$ cat config.mk
export PLATFORM = sky130hd
export DESIGN_NAME = alert_mask_vout_format_regs
export DESIGN_NICKNAME = d
export VERILOG_FILES = /design/src/logic/alert_vout_pkg.sv /design/src/logic/format_rescaler.sv /design/src/logic/alert_mask_vout_format_regs.sv
export SDC_FILE = /design/constraint.sdc
export NUM_CORES = 1
export LEC_CHECK = 0
export ABC_CLOCK_PERIOD_IN_PS = 5000
export BUFFER_PORTS_ARGS = -buffer_cell sky130_fd_sc_hd__buf_4
export CORE_ASPECT_RATIO = 1.1
export CORE_MARGIN = 2
export CORE_UTILIZATION = 30
export CTS_CLUSTER_DIAMETER = 80
export DETAILED_ROUTE_END_ITERATION = 7
export HOLD_SLACK_MARGIN = 0.03
export PLACE_DENSITY = 0.5
export REMOVE_ABC_BUFFERS = 1
export SLEW_MARGIN = 20
export SYNTH_ARGS = -nofsm -noshare
export SYNTH_HDL_FRONTEND = slang
export SYNTH_SLANG_ARGS = --single-unit
$ cat constraint.sdc
create_clock -name clk_sys -period 5 [get_ports clk_sys]
set_clock_uncertainty 0.2 [all_clocks]
set_input_delay 0.5 -clock clk_sys [delete_from_list [all_inputs] [get_ports clk_sys]]
set_output_delay 0.5 -clock clk_sys [all_outputs]
set_load 0.005 [all_outputs]
$ cat src/logic/alert_vout_pkg.sv
// constants for the alert-mask and output-voltage format command registers
package alert_vout_pkg;
    // command codes and selector bytes
    localparam logic [7:0] CMD_ALERT_MASK      = 8'h1b;
    localparam logic [7:0] CMD_VOUT_FORMAT     = 8'h20;
    localparam logic [7:0] SEL_VENDOR_MASK     = 8'h80;
    localparam logic [7:0] SEL_MISC_MASK       = 8'h7f;

    // vendor status alert mask field positions
    localparam int POS_POWER_ON_RESTART = 7;
    localparam int POS_INTERNAL_CHECK   = 6;
    localparam int POS_PIN_RESTART      = 3;
    localparam int POS_BACKCHANNEL      = 2;
    localparam int POS_FREQUENCY_LOCK   = 1;
    localparam logic [7:0] VENDOR_MASK_WRITABLE = 8'hce;

    // misc status alert mask: only the first-alerter bit, fixed at one
    localparam logic [7:0] MISC_MASK_VALUE      = 8'h01;

    // output voltage format byte layout
    localparam int POS_OFFSET_FORMAT    = 7;
    localparam int MODE_MSB             = 6;
    localparam int MODE_LSB             = 5;
    localparam int EXP_MSB              = 4;
    localparam int EXP_LSB              = 0;
    localparam logic [1:0] MODE_LINEAR  = 2'b00;
    localparam logic [7:0] FORMAT_WRITABLE = 8'h9f;

    // supported exponent range in two's complement: -12 .. -4
    localparam logic [4:0] EXP_MIN      = 5'h14;
    localparam logic [4:0] EXP_MAX      = 5'h1c;

    // value answered for a read of an unmapped command
    localparam logic [7:0] READ_UNMAPPED = 8'h00;

    typedef enum logic [1:0]
    {
        INIT_WAIT_NVM = 2'b00,
        INIT_READY    = 2'b01
    } init_state_t;
endpackage : alert_vout_pkg

$ cat src/logic/format_rescaler.sv
// rescales a stored voltage value to a new exponent and absolute/relative form
`timescale 1ns/1ps
module format_rescaler
    import alert_vout_pkg::*;
(
    input  wire logic        clk_sys,
    input  wire logic        rst_n,
    input  wire logic        start,
    input  wire logic [4:0]  old_exp,
    input  wire logic [4:0]  new_exp,
    input  wire logic        old_rel,
    input  wire logic        new_rel,
    input  wire logic [15:0] value_in,
    input  wire logic [15:0] reference,
    output logic      [15:0] value_out,
    output logic             done
);
    logic signed [5:0] delta;
    logic        [3:0] shift_left;
    logic        [3:0] shift_right;
    logic       [15:0] scaled;
    logic       [15:0] next_value;

    // a finer new exponent (more negative) needs a left shift of the mantissa
    assign delta       = $signed({old_exp[4], old_exp}) - $signed({new_exp[4], new_exp});
    assign shift_left  = delta[5] ? 4'h0 : delta[3:0];
    assign shift_right = delta[5] ? 4'(-delta) : 4'h0;
    assign scaled      = delta[5] ? (value_in >> shift_right) : (value_in << shift_left);
    // reference is in the new units; relative values are offsets from it
    assign next_value  = (old_rel == new_rel) ? scaled :
                         (new_rel ? 16'(scaled - reference) : 16'(scaled + reference));

    always_ff @(posedge clk_sys or negedge rst_n)
    begin
        if (!rst_n)
        begin
            value_out <= 16'h0000;
            done      <= 1'b0;
        end
        else
        begin
            done <= start;
            if (start)
            begin
                value_out <= next_value;
            end
        end
    end
endmodule : format_rescaler

$ cat src/logic/alert_mask_vout_format_regs.sv
// alert-mask and output-voltage format command registers with alert gating
`timescale 1ns/1ps

module alert_mask_vout_format_regs
(
    input  wire logic        clk_sys,
    input  wire logic        resetn,
    // defaults from nonvolatile memory
    input  wire logic        nvm_valid,
    input  wire logic [7:0]  nvm_vendor_mask,
    input  wire logic [7:0]  nvm_format,
    // decoded command port from the bus protocol engine
    input  wire logic        cmd_write,
    input  wire logic        cmd_read,
    input  wire logic [7:0]  cmd_code,
    input  wire logic [7:0]  cmd_selector,
    input  wire logic [7:0]  cmd_wdata,
    output logic [7:0]       cmd_rdata,
    output logic             cmd_rvalid,
    output logic             cmd_invalid,
    output logic             host_ready,
    // device state
    input  wire logic        conversion_enable,
    input  wire logic [7:0]  vendor_status_byte,
    input  wire logic        first_alerter_flag,
    // alert line, open drain
    output logic             smbalert_out,
    output logic             smbalert_oe,
    // active format for the voltage datapath
    output logic             offset_format_flag,
    output logic [4:0]       format_exponent,
    // stored voltage value conversion
    input  wire logic [15:0] vout_value_in,
    input  wire logic [15:0] vout_reference,
    output logic [15:0]      vout_value_out,
    output logic             vout_rescale_done
);
    import alert_vout_pkg::*;

    logic        rst_meta;
    logic        rst_n;
    init_state_t init_state;
    init_state_t next_init_state;
    logic [7:0]  vendor_mask;
    logic        rel_flag;
    logic [4:0]  exponent;
    logic        old_rel;
    logic [4:0]  old_exp;
    logic        rescale_start;

    // reset release through two flip-flops
    always_ff @(posedge clk_sys or negedge resetn)
    begin
        if (!resetn)
        begin
            rst_meta <= 1'b0;
            rst_n    <= 1'b0;
        end
        else
        begin
            rst_meta <= 1'b1;
            rst_n    <= rst_meta;
        end
    end

    // nvm load sequencing
    wire ready       = (init_state == INIT_READY);
    wire nvm_load    = (init_state == INIT_WAIT_NVM) && nvm_valid;

    always_comb
    begin
        next_init_state = init_state;
        case (init_state)
            INIT_WAIT_NVM:
            begin
                if (nvm_valid)
                begin
                    next_init_state = INIT_READY;
                end
            end
            INIT_READY:
            begin
                next_init_state = INIT_READY;
            end
            default:
            begin
                next_init_state = INIT_WAIT_NVM;
            end
        endcase
    end

    // command decode
    wire hit_vendor  = (cmd_code == CMD_ALERT_MASK) && (cmd_selector == SEL_VENDOR_MASK);
    wire hit_misc    = (cmd_code == CMD_ALERT_MASK) && (cmd_selector == SEL_MISC_MASK);
    wire hit_format  = (cmd_code == CMD_VOUT_FORMAT);
    wire hit_any     = hit_vendor || hit_misc || hit_format;

    wire [4:0] wr_exp  = cmd_wdata[EXP_MSB:EXP_LSB];
    wire [1:0] wr_mode = cmd_wdata[MODE_MSB:MODE_LSB];
    // only linear mode with an exponent inside -12..-4 is accepted
    wire exp_ok      = (wr_exp >= EXP_MIN) && (wr_exp <= EXP_MAX);
    wire mode_ok     = (wr_mode == MODE_LINEAR);
    wire format_data_ok = exp_ok && mode_ok;

    wire wr_ok       = cmd_write && ready;
    wire wr_vendor   = wr_ok && hit_vendor;
    // format is read-only while the converter runs
    wire wr_format   = wr_ok && hit_format && !conversion_enable && format_data_ok;
    wire wr_format_changes = wr_format &&
                             ((cmd_wdata[POS_OFFSET_FORMAT] != rel_flag) || (wr_exp != exponent));

    // refused: before nvm load, unmapped code, misc mask write, bad format write, format write while the converter runs
    wire next_invalid = (cmd_write && (!ready || !hit_any || hit_misc ||
                                       (hit_format && (conversion_enable || !format_data_ok))))
                     || (cmd_read && (!ready || !hit_any));

    // read mux
    wire [7:0] format_byte = {rel_flag, MODE_LINEAR, exponent};
    wire [7:0] next_rdata  = !ready     ? READ_UNMAPPED :
                             hit_vendor ? (vendor_mask & VENDOR_MASK_WRITABLE) :
                             hit_misc   ? MISC_MASK_VALUE :
                             hit_format ? format_byte :
                                          READ_UNMAPPED;

    // alert gating: only writable vendor bits can pass, the first-alerter flag has no path
    wire [7:0] unmasked    = vendor_status_byte & ~vendor_mask & VENDOR_MASK_WRITABLE;
    wire       alert_cause = |unmasked;
    wire       unused_flag = first_alerter_flag;

    always_ff @(posedge clk_sys or negedge rst_n)
    begin
        if (!rst_n)
        begin
            init_state <= INIT_WAIT_NVM;
        end
        else
        begin
            init_state <= next_init_state;
        end
    end

    // configuration registers
    always_ff @(posedge clk_sys or negedge rst_n)
    begin
        if (!rst_n)
        begin
            vendor_mask <= 8'h00;
            rel_flag    <= 1'b0;
            exponent    <= EXP_MAX;
        end
        else if (nvm_load)
        begin
            vendor_mask <= nvm_vendor_mask & VENDOR_MASK_WRITABLE;
            rel_flag    <= nvm_format[POS_OFFSET_FORMAT];
            exponent    <= nvm_format[EXP_MSB:EXP_LSB];
        end
        else
        begin
            if (wr_vendor)
            begin
                vendor_mask <= cmd_wdata & VENDOR_MASK_WRITABLE;
            end
            if (wr_format)
            begin
                rel_flag <= cmd_wdata[POS_OFFSET_FORMAT];
                exponent <= wr_exp;
            end
        end
    end

    // answers and alert output
    always_ff @(posedge clk_sys or negedge rst_n)
    begin
        if (!rst_n)
        begin
            cmd_rdata     <= 8'h00;
            cmd_rvalid    <= 1'b0;
            cmd_invalid   <= 1'b0;
            smbalert_oe   <= 1'b0;
            old_rel       <= 1'b0;
            old_exp       <= EXP_MAX;
            rescale_start <= 1'b0;
        end
        else
        begin
            cmd_rvalid    <= cmd_read;
            cmd_invalid   <= next_invalid;
            smbalert_oe   <= ready && alert_cause;
            rescale_start <= wr_format_changes;
            if (cmd_read)
            begin
                cmd_rdata <= next_rdata;
            end
            if (wr_format_changes)
            begin
                old_rel <= rel_flag;
                old_exp <= exponent;
            end
        end
    end

    // the line is only ever pulled low
    assign smbalert_out       = 1'b0;
    assign host_ready         = ready;
    assign offset_format_flag = rel_flag;
    assign format_exponent    = exponent;

    // conversion runs one cycle after the new format is stored
    format_rescaler u_rescaler
    (
        .clk_sys   (clk_sys),
        .rst_n     (rst_n),
        .start     (rescale_start),
        .old_exp   (old_exp),
        .new_exp   (exponent),
        .old_rel   (old_rel),
        .new_rel   (rel_flag),
        .value_in  (vout_value_in),
        .reference (vout_reference),
        .value_out (vout_value_out),
        .done      (vout_rescale_done)
    );
endmodule : alert_mask_vout_format_regs

==> results of run 1 <==
[state kept, by name, indices dropped and copies added (netlist names)]
register	cells
u_rescaler.done	1
u_rescaler.value_out	16
format_exponent	5
offset_format_flag	1
old_exp	5
smbalert_oe	1
vendor_mask	5
rst_meta	1
rst_n	1
init_state	1
cmd_rdata	7
cmd_rvalid	1
cmd_invalid	1
old_rel	1
rescale_start	1
[per-layer routing]
metal | vias to the layer above | wire (µm) | GRT usage [%]
li1 | 2773 | - | -
met1 | 2696 | 7960 | 25.8
met2 | 183 | 9200 | 35.9
met3 | 43 | 1000 | 3.83
met4 | 0 | 714 | 8.68
met5 | - | 0 | 0
[placed cells by master (no fill, tap or decap), types with 12 or more instances in the layout]
cell	instances
inv_1	25
xor2_1	12
o21ai_0	29
a21oi_1	22
mux2i_1	29
mux4_2	13
dfrtp_1	41
a31oi_1	16
nand2_1	57
buf_4	232
nor3_1	23
ha_1	15
nor2_1	54
xnor2_1	24
o22ai_1	14
[worst max-delay path: cells and delay by family (launching register included)]
kind / cells / cell delay [ns]
compound gates: 9 / 1.75
fa+ha+maj: 4 / 1.15
buf+inv: 6 / 0.63
flops: 1 / 0.37
simple gates: 4 / 0.67
[repair_timing]
item / in CTS / in global routing
hold buffers: 1 / 0
setup buffers: 7 / 4
endpoints found under the setup margin: 8 / 9
resized for setup: 46 / 35
pin swaps: 21 / 28
endpoints found under the hold margin: 2 / 0
[report_power, final]
part           internal [mW]  switching [mW]  leakage, nW
Sequential             0.407          0.0215        0.589
Clock                  0.251           0.165       0.0871
Combinational          0.967           0.940         2.79
[per-stage QoR]
stage	TNS, ns	power (mW)	util [%]	setup slack, ns
after global placement	-0.743	2.11	41.5	-0.373
after CTS	-0.0490	2.67	44.2	-0.0490
final	0	2.75	45.4	0.0752
after global routing	-0.286	2.95	45.4	-0.164
after detailed placement	-0.755	2.13	41.5	-0.388
after floorplan	-1.43	1.40	-	-0.391
[cell type report]
| class | count | area [µm²] |
|---|---|---|
| flip-flops and latches | 48 | 1210 |
| well taps | 208 | 260 |
| clock inverters | 2 | 38.8 |
| fillers | 1682 | 9190 |
| clock buffers | 6 | 139 |
| repair buffers | 239 | 1830 |
| multi-input cells | 519 | 4050 |
| inverters | 28 | 105 |
[worst min-delay path by stage]
stage / depth (start not counted) / startpoint / slack [ns] / end
final: 0 / rst_n$_DFF_PN0_ / 0.15 / u_rescaler.value_out[13]$_DFFE_PN0P_
after global routing: 0 / rst_meta$_DFF_PN0_ / 0.16 / rst_n$_DFF_PN0_
after CTS: 0 / rst_meta$_DFF_PN0_ / 0.16 / rst_n$_DFF_PN0_
after detailed placement: 1 / resetn / 0.08 / rst_meta$_DFF_PN0_
after global placement: 1 / resetn / 0.08 / rst_meta$_DFF_PN0_
after floorplan: 0 / resetn / 0.004 / rst_meta$_DFF_PN0_
[logic make-up after synthesis]
logic type | synth area share [%]
flops | 23.6
xor+xnor | 6.93
simple gates | 20.3
compound gates | 25.4
buf+inv | 4.11
other cells | 0.147
mux | 13.3
fa+ha+maj | 6.17
==> reports/results.tsv, run 1 <==
stage	metric	value	unit
setup_path	required	4.95	ns
detailed_routing	routed_wl	18900	µm
pwr	ir_worst_vdd	0.152	mV
run	cap_violations	0	
timing	grt_setup_unrepaired	yes	
setup_path	crit_start	old_exp[0]$_DFFE_PN0P_	
timing	tightest_slew	0.974	ns
timing	setup_violations	0	
layout	final_cells	1050	
detailed_routing	firstDrtPassIters	4	
setup_path	start_kind	flop	
setup_path	crit_end	u_rescaler.value_out[15]$_DFFE_PN0P_	
logic_synthesis	ys_seq_area_share	23.6	%
logic_synthesis	synth-seq-cells	48	
clock_network	clock_path_buffers	2	
floorplanning	die_w	128	µm
clock_network	clk_pin_slew_worst_paths	0.07	ns
logic_synthesis	synth_area	5110	µm²
floorplanning	fp.dieH	141	µm
floorplanning	rows	50	
run_status	outcome	finished, final reports clean	
setup_path	worst-path-max-fanout	5	
floorplanning	design.die.area	18100	µm²
timing	report.final.slew_viol_count	0	
setup_path	cp_cell_sequence	inv_2 -> ha_4 -> inv_2 -> fa_1 -> inv_2 -> ha_4 -> buf_6 -> o2bb2ai_4 -> a311oi_2 -> buf_4 -> o21ai_2 -> or2_4 -> and2_4 -> ha_4 -> nor2b_4 -> o31a_1 -> o41ai_2 -> buf_4 -> o211ai_1 -> a2111o_1 -> a31oi_2 -> or3_1 -> a31oi_1	
timing	timing.hold.ws	0.148	ns
clock_network	clock_latency	0.30	ns
detailed_routing	antenna_left	0	
hold_path	worstHoldPathType	reg2async	
floorplanning	io_pins	123	
logic_synthesis	yosys.area.top_type_share	20.6	%
clock_network	cts_tree	built	
logic_synthesis	synth_warnings	0	
detailed_routing	num_vias	5695	
floorplanning	initial_core_util	30.4	%
grt	grt_pass1_vias	5804	
timing	max_freq	203	MHz
logic_synthesis	async_flop_share	100	%
logic_synthesis	synth_edf_count	0	
detailed_routing	vias_per_cell	5.42	
logic_synthesis	synth_common_cells	nand2_1 (59), nor2_1 (59), dfrtp_1 (42), o21ai_0 (33), mux2i_1 (31)	
clock_network	cts-root-buf	clkbuf_16	
grt	grtUsageTotal	21.0	%
setup_path	worstReg2RegStart	old_exp[0]$_DFFE_PN0P_	
pwr	p_leak	3.47	nW
logic_synthesis	ys_top_cells_by_area	dfrtp_1 (21%), mux2i_1 (6.1%), mux4_2 (5.7%)	
detailed_routing	wl_per_cell	18.0	µm
layout	nNetsFinal	952	
place	dp.cells	1030	
clock_network	cts_buffers	5	
clock_network	htreeDepth	2	
layout	syn_to_final_growth	49.4	%
place	port_buffers	111	
timing	post-route-period-util	98.5	%
place	gp_congestion	0.904	
setup_path	ff2ff_setup_slack	0.08	ns
setup_path	rr_worst_depth	23	
setup_path	crit_path_top_delay_cell	fa_1	
logic_synthesis	ys.flop_type	dfrtp_1	
clock_network	cts_sinks	48	
grt	gr-total-overflow	0	
timing	min_period	4.92	ns
timing	hold_violations	0	
pwr	power_density	360	nW/µm²
grt	grt_max_degree	47	
setup_path	end_kind	flop	
logic_synthesis	syn_area_per_cell	8.27	µm²
logic_synthesis	yosysTopAreaCell	dfrtp_1	
layout	design_area	7640	µm²
place	post_dp_cell_area	6990	µm²
grt	grt_pass1_wl	29800	µm
detailed_routing	route.detailed.drc	0	
setup_path	worstReg2RegEnd	u_rescaler.value_out[15]$_DFFE_PN0P_	
setup_path	worstPathArrival	4.88	ns
timing	relSlewSlack	34.8	%
setup_path	criticalPathCategory	reg2reg	
detailed_routing	drtIter0Drc	269	
floorplanning	core_area	16800	µm²
layout	diodes	0	
logic_synthesis	ys_types	75	
grt	antenna_found_initial	0	
layout	drive_gt1_share	40.7	%
place	dp_hpwl	15300	µm
setup_path	max_stage_delay	0.51	ns
logic_synthesis	synth_cells	618	
Note: power is estimated with default switching activity, not from simulation.
==> run 2, diff against run 1 <==
--- a/config.mk
+++ b/config.mk
@@ -6,14 +6,14 @@
 export NUM_CORES = 1
 export LEC_CHECK = 0
 export ABC_CLOCK_PERIOD_IN_PS = 5000
-export BUFFER_PORTS_ARGS = -buffer_cell sky130_fd_sc_hd__buf_4
 export CORE_ASPECT_RATIO = 1.1
 export CORE_MARGIN = 2
 export CORE_UTILIZATION = 30
 export CTS_CLUSTER_DIAMETER = 80
 export DETAILED_ROUTE_END_ITERATION = 7
+export DONT_BUFFER_PORTS = 1
 export HOLD_SLACK_MARGIN = 0.03
-export PLACE_DENSITY = 0.5
+export PLACE_DENSITY = 0.44
 export REMOVE_ABC_BUFFERS = 1
 export SLEW_MARGIN = 20
 export SYNTH_ARGS = -nofsm -noshare
==> run 2 against run 1 <==
Against the previous run:
- clock-buffer cell count unchanged
- largest cell class unchanged
- clock power down 12%
- utilization down 4.6 points
- final area down 10%
- global-route usage down 0.92 points
- via count down 6.3%
- worst hold slack worse by 0.045 ns
==> reports/results.tsv, run 2 (synthesis gave the netlist of run 1 again) <==
stage	metric	value	unit
run_status	outcome	finished, final reports clean	
clock_network	cts_buffers	5	
timing	timing.hold.ws	0.103	ns
floorplanning	core_area	16800	µm²
setup_path	cp_top_family	compound AO/OA/AOI/OAI gates	
detailed_routing	drtIter0Drc	236	
layout	nNetsFinal	848	
floorplanning	rows	50	
timing	fin_ws	0.0412	ns
layout	seqCellArea	1210	µm²
setup_path	worstPathArrival	4.91	ns
layout	diodes	0	
timing	relSlewSlack	35.0	%
clock_network	cts-root-buf	clkbuf_16	
detailed_routing	antenna_left	0	
hold_path	worstHoldPathType	in2reg	
pwr	power_density	391	nW/µm²
run	cap_violations	0	
layout	final_cell_mix	buf_4 (125), nand2_1 (54), nor2_1 (52)	
setup_path	cp_cell_sequence	inv_2 -> ha_4 -> inv_2 -> fa_1 -> inv_2 -> buf_6 -> and3_4 -> xnor3_2 -> or2_2 -> buf_4 -> o211ai_1 -> ha_1 -> o21a_1 -> o31a_1 -> o41ai_2 -> buf_4 -> o211ai_1 -> a2111o_1 -> a31oi_4 -> or3_1 -> a31oi_1	
setup_path	worstReg2RegEnd	u_rescaler.value_out[15]$_DFFE_PN0P_	
place	gp_congestion	0.925	
floorplanning	fp.dieH	141	µm
hold_path	min-delay-start	cmd_read	
detailed_routing	firstDrtPassIters	5	
place	place_worst_setup_slack	-0.436	ns
setup_path	crit_path_frequent_cell	inv_2	
setup_path	max_stage_delay	0.49	ns
grt	grt_pass1_vias	5310	
pwr	power.internal	1.56	mW
place	post_dp_cell_area	6190	µm²
layout	fillers	1729	
timing	post-route-period-util	99.2	%
layout	top_register	u_rescaler.value_out	
timing	min_period	4.96	ns
setup_path	ff2ff_setup_slack	0.04	ns
floorplanning	io_pins	123	
clock_network	cts_sinks	48	
grt	grtUsageTotal	20.0	%
detailed_routing	route.detailed.drc	0	
setup_path	end_kind	flop	
detailed_routing	vias_per_cell	5.64	
clock_network	cts_tree	built	
timing	hold_violations	0	
layout	largest_reg_flops	16	
timing	grt_setup_unrepaired	yes	
grt	gr-total-overflow	0	
detailed_routing	num_vias	5337	
hold_path	whs_endpoint	cmd_rdata[6]$_DFFE_PN0P_	
floorplanning	design.die.area	18100	µm²
setup_path	crit_path_top_delay_cell	a2111o_1	
setup_path	start_kind	flop	
pwr	p_sw	1.12	mW
pwr	ir_worst_vdd	0.161	mV
detailed_routing	routed_wl	18600	µm
timing	setup_violations	0	
floorplanning	die_w	128	µm
grt	antenna_found_initial	0	
layout	final_common_cell	buf_4	
layout	reg.largest.list	u_rescaler.value_out (16), cmd_rdata (7)	
timing	max_freq	202	MHz
hold_path	min_path_cells	1	
setup_path	crit_buf_inv	6	
pwr	swShare	41.8	%
layout	design_area	6870	µm²
pwr	p_leak	2.96	nW
place	port_buffers	0	
layout	syn_to_final_growth	34.4	%
floorplanning	initial_core_util	30.4	%
layout	multi_input_area	4080	µm²
setup_path	worst-path-max-fanout	6	
setup_path	rr_worst_depth	21	
pwr	clock_power_share	13.7	%
setup_path	criticalPathCategory	reg2reg	
grt	grt_pass1_wl	28500	µm
setup_path	worstReg2RegStart	old_exp[0]$_DFFE_PN0P_	
pwr	p_comb_share	70.3	%
setup_path	required	4.95	ns
detailed_routing	wl_per_cell	19.6	µm
pwr	pwr-share-seq	16.0	%
clock_network	clock_latency	0.30	ns
clock_network	clock_path_buffers	2	
timing	tightest_slew	0.968	ns
place	dp_hpwl	14900	µm
clock_network	clk_pin_slew_worst_paths	0.07	ns
clock_network	htreeDepth	2	
timing	report.final.slew_viol_count	0	
grt	grt_max_degree	47	
layout	drive_gt1_share	33.5	%
[run 2: cell types whose count changed in the layout (fill, tap and decap cells not counted), moves of 3 or more]
cell,previous run,this run
ha_4,7,4
xnor2_1,24,21
ha_2,0,3
nand2_1,57,54
xnor2_2,1,4
buf_4,232,125
[run 2: worst register-to-register path, delay by kind of cell (launching register included)]
kind                     cells  cell delay (ns)
adder cells (fa/ha/maj)      3             0.90
buffers and inverters        6             0.66
XOR/XNOR                     1             0.37
AND/OR/NAND/NOR              3             0.66
flip-flops                   1             0.38
AO/OA/AOI/OAI                8             1.65
[run 2: layout make-up]
cell class	instances	share of cell area [%]
Multi-Input combinational cell	519	59.4
Timing Repair Buffer	135	15.4
Inverter	28	1.53
Tap cell	208	3.79
Sequential cell	48	17.7
Clock inverter	2	0.219
Clock buffer	6	2.02
[run 2: stage by stage]
step           utilization (%)  TNS (ns)  total power, mW  cells
2_1_floorplan                -     -1.43             1.40    595
3_3_place_gp              36.8     -1.25             2.07    923
3_5_place_dp              36.8     -1.22             2.09    923
4_1_cts                   38.3  -0.00433             2.51    934
5_1_grt                   40.8    -0.215             2.87    946
6_report                  40.8         0             2.69    946
[run 2: layer usage]
metal	global-route usage [%]	vias to the layer above	part of all wire, %
met1	23.8	2558	40
li1	-	2572	-
met3	4.14	41	5.9
met2	35.2	166	50
met5	0	-	0
met4	7.69	0	4.0
[run 2: timing repair]
item | CTS | global route
endpoints found under the setup margin | 8 | 10
endpoints found under the hold margin | 3 | 0
setup buffers | 1 | 13
resized for setup | 22 | 70
pin swaps | 2 | 18
hold buffers | 2 | 0
[run 2: worst max-delay path by stage]
stage                                               from  cells after the start                              endpoint  slack, ns
after floorplan           format_exponent[0]$_DFFE_PN0P_                     19  u_rescaler.value_out[15]$_DFFE_PN0P_      -0.39
after global placement            old_exp[0]$_DFFE_PN0P_                     21  u_rescaler.value_out[15]$_DFFE_PN0P_      -0.43
after detailed placement          old_exp[0]$_DFFE_PN0P_                     21  u_rescaler.value_out[15]$_DFFE_PN0P_      -0.44
after CTS                         old_exp[0]$_DFFE_PN0P_                     22  u_rescaler.value_out[15]$_DFFE_PN0P_     -0.004
after global routing              old_exp[0]$_DFFE_PN0P_                     21  u_rescaler.value_out[15]$_DFFE_PN0P_      -0.21
final                             old_exp[0]$_DFFE_PN0P_                     21  u_rescaler.value_out[15]$_DFFE_PN0P_       0.04
[run 2: power groups by stage]
stage / logic [mW] / clock network [mW] / registers (mW)
after global placement: 1.63 / 0 / 0.438
after floorplan: 0.960 / 0 / 0.437
after global routing: 2.05 / 0.385 / 0.435
after detailed placement: 1.65 / 0 / 0.439
after CTS: 1.70 / 0.375 / 0.431
final: 1.89 / 0.367 / 0.431
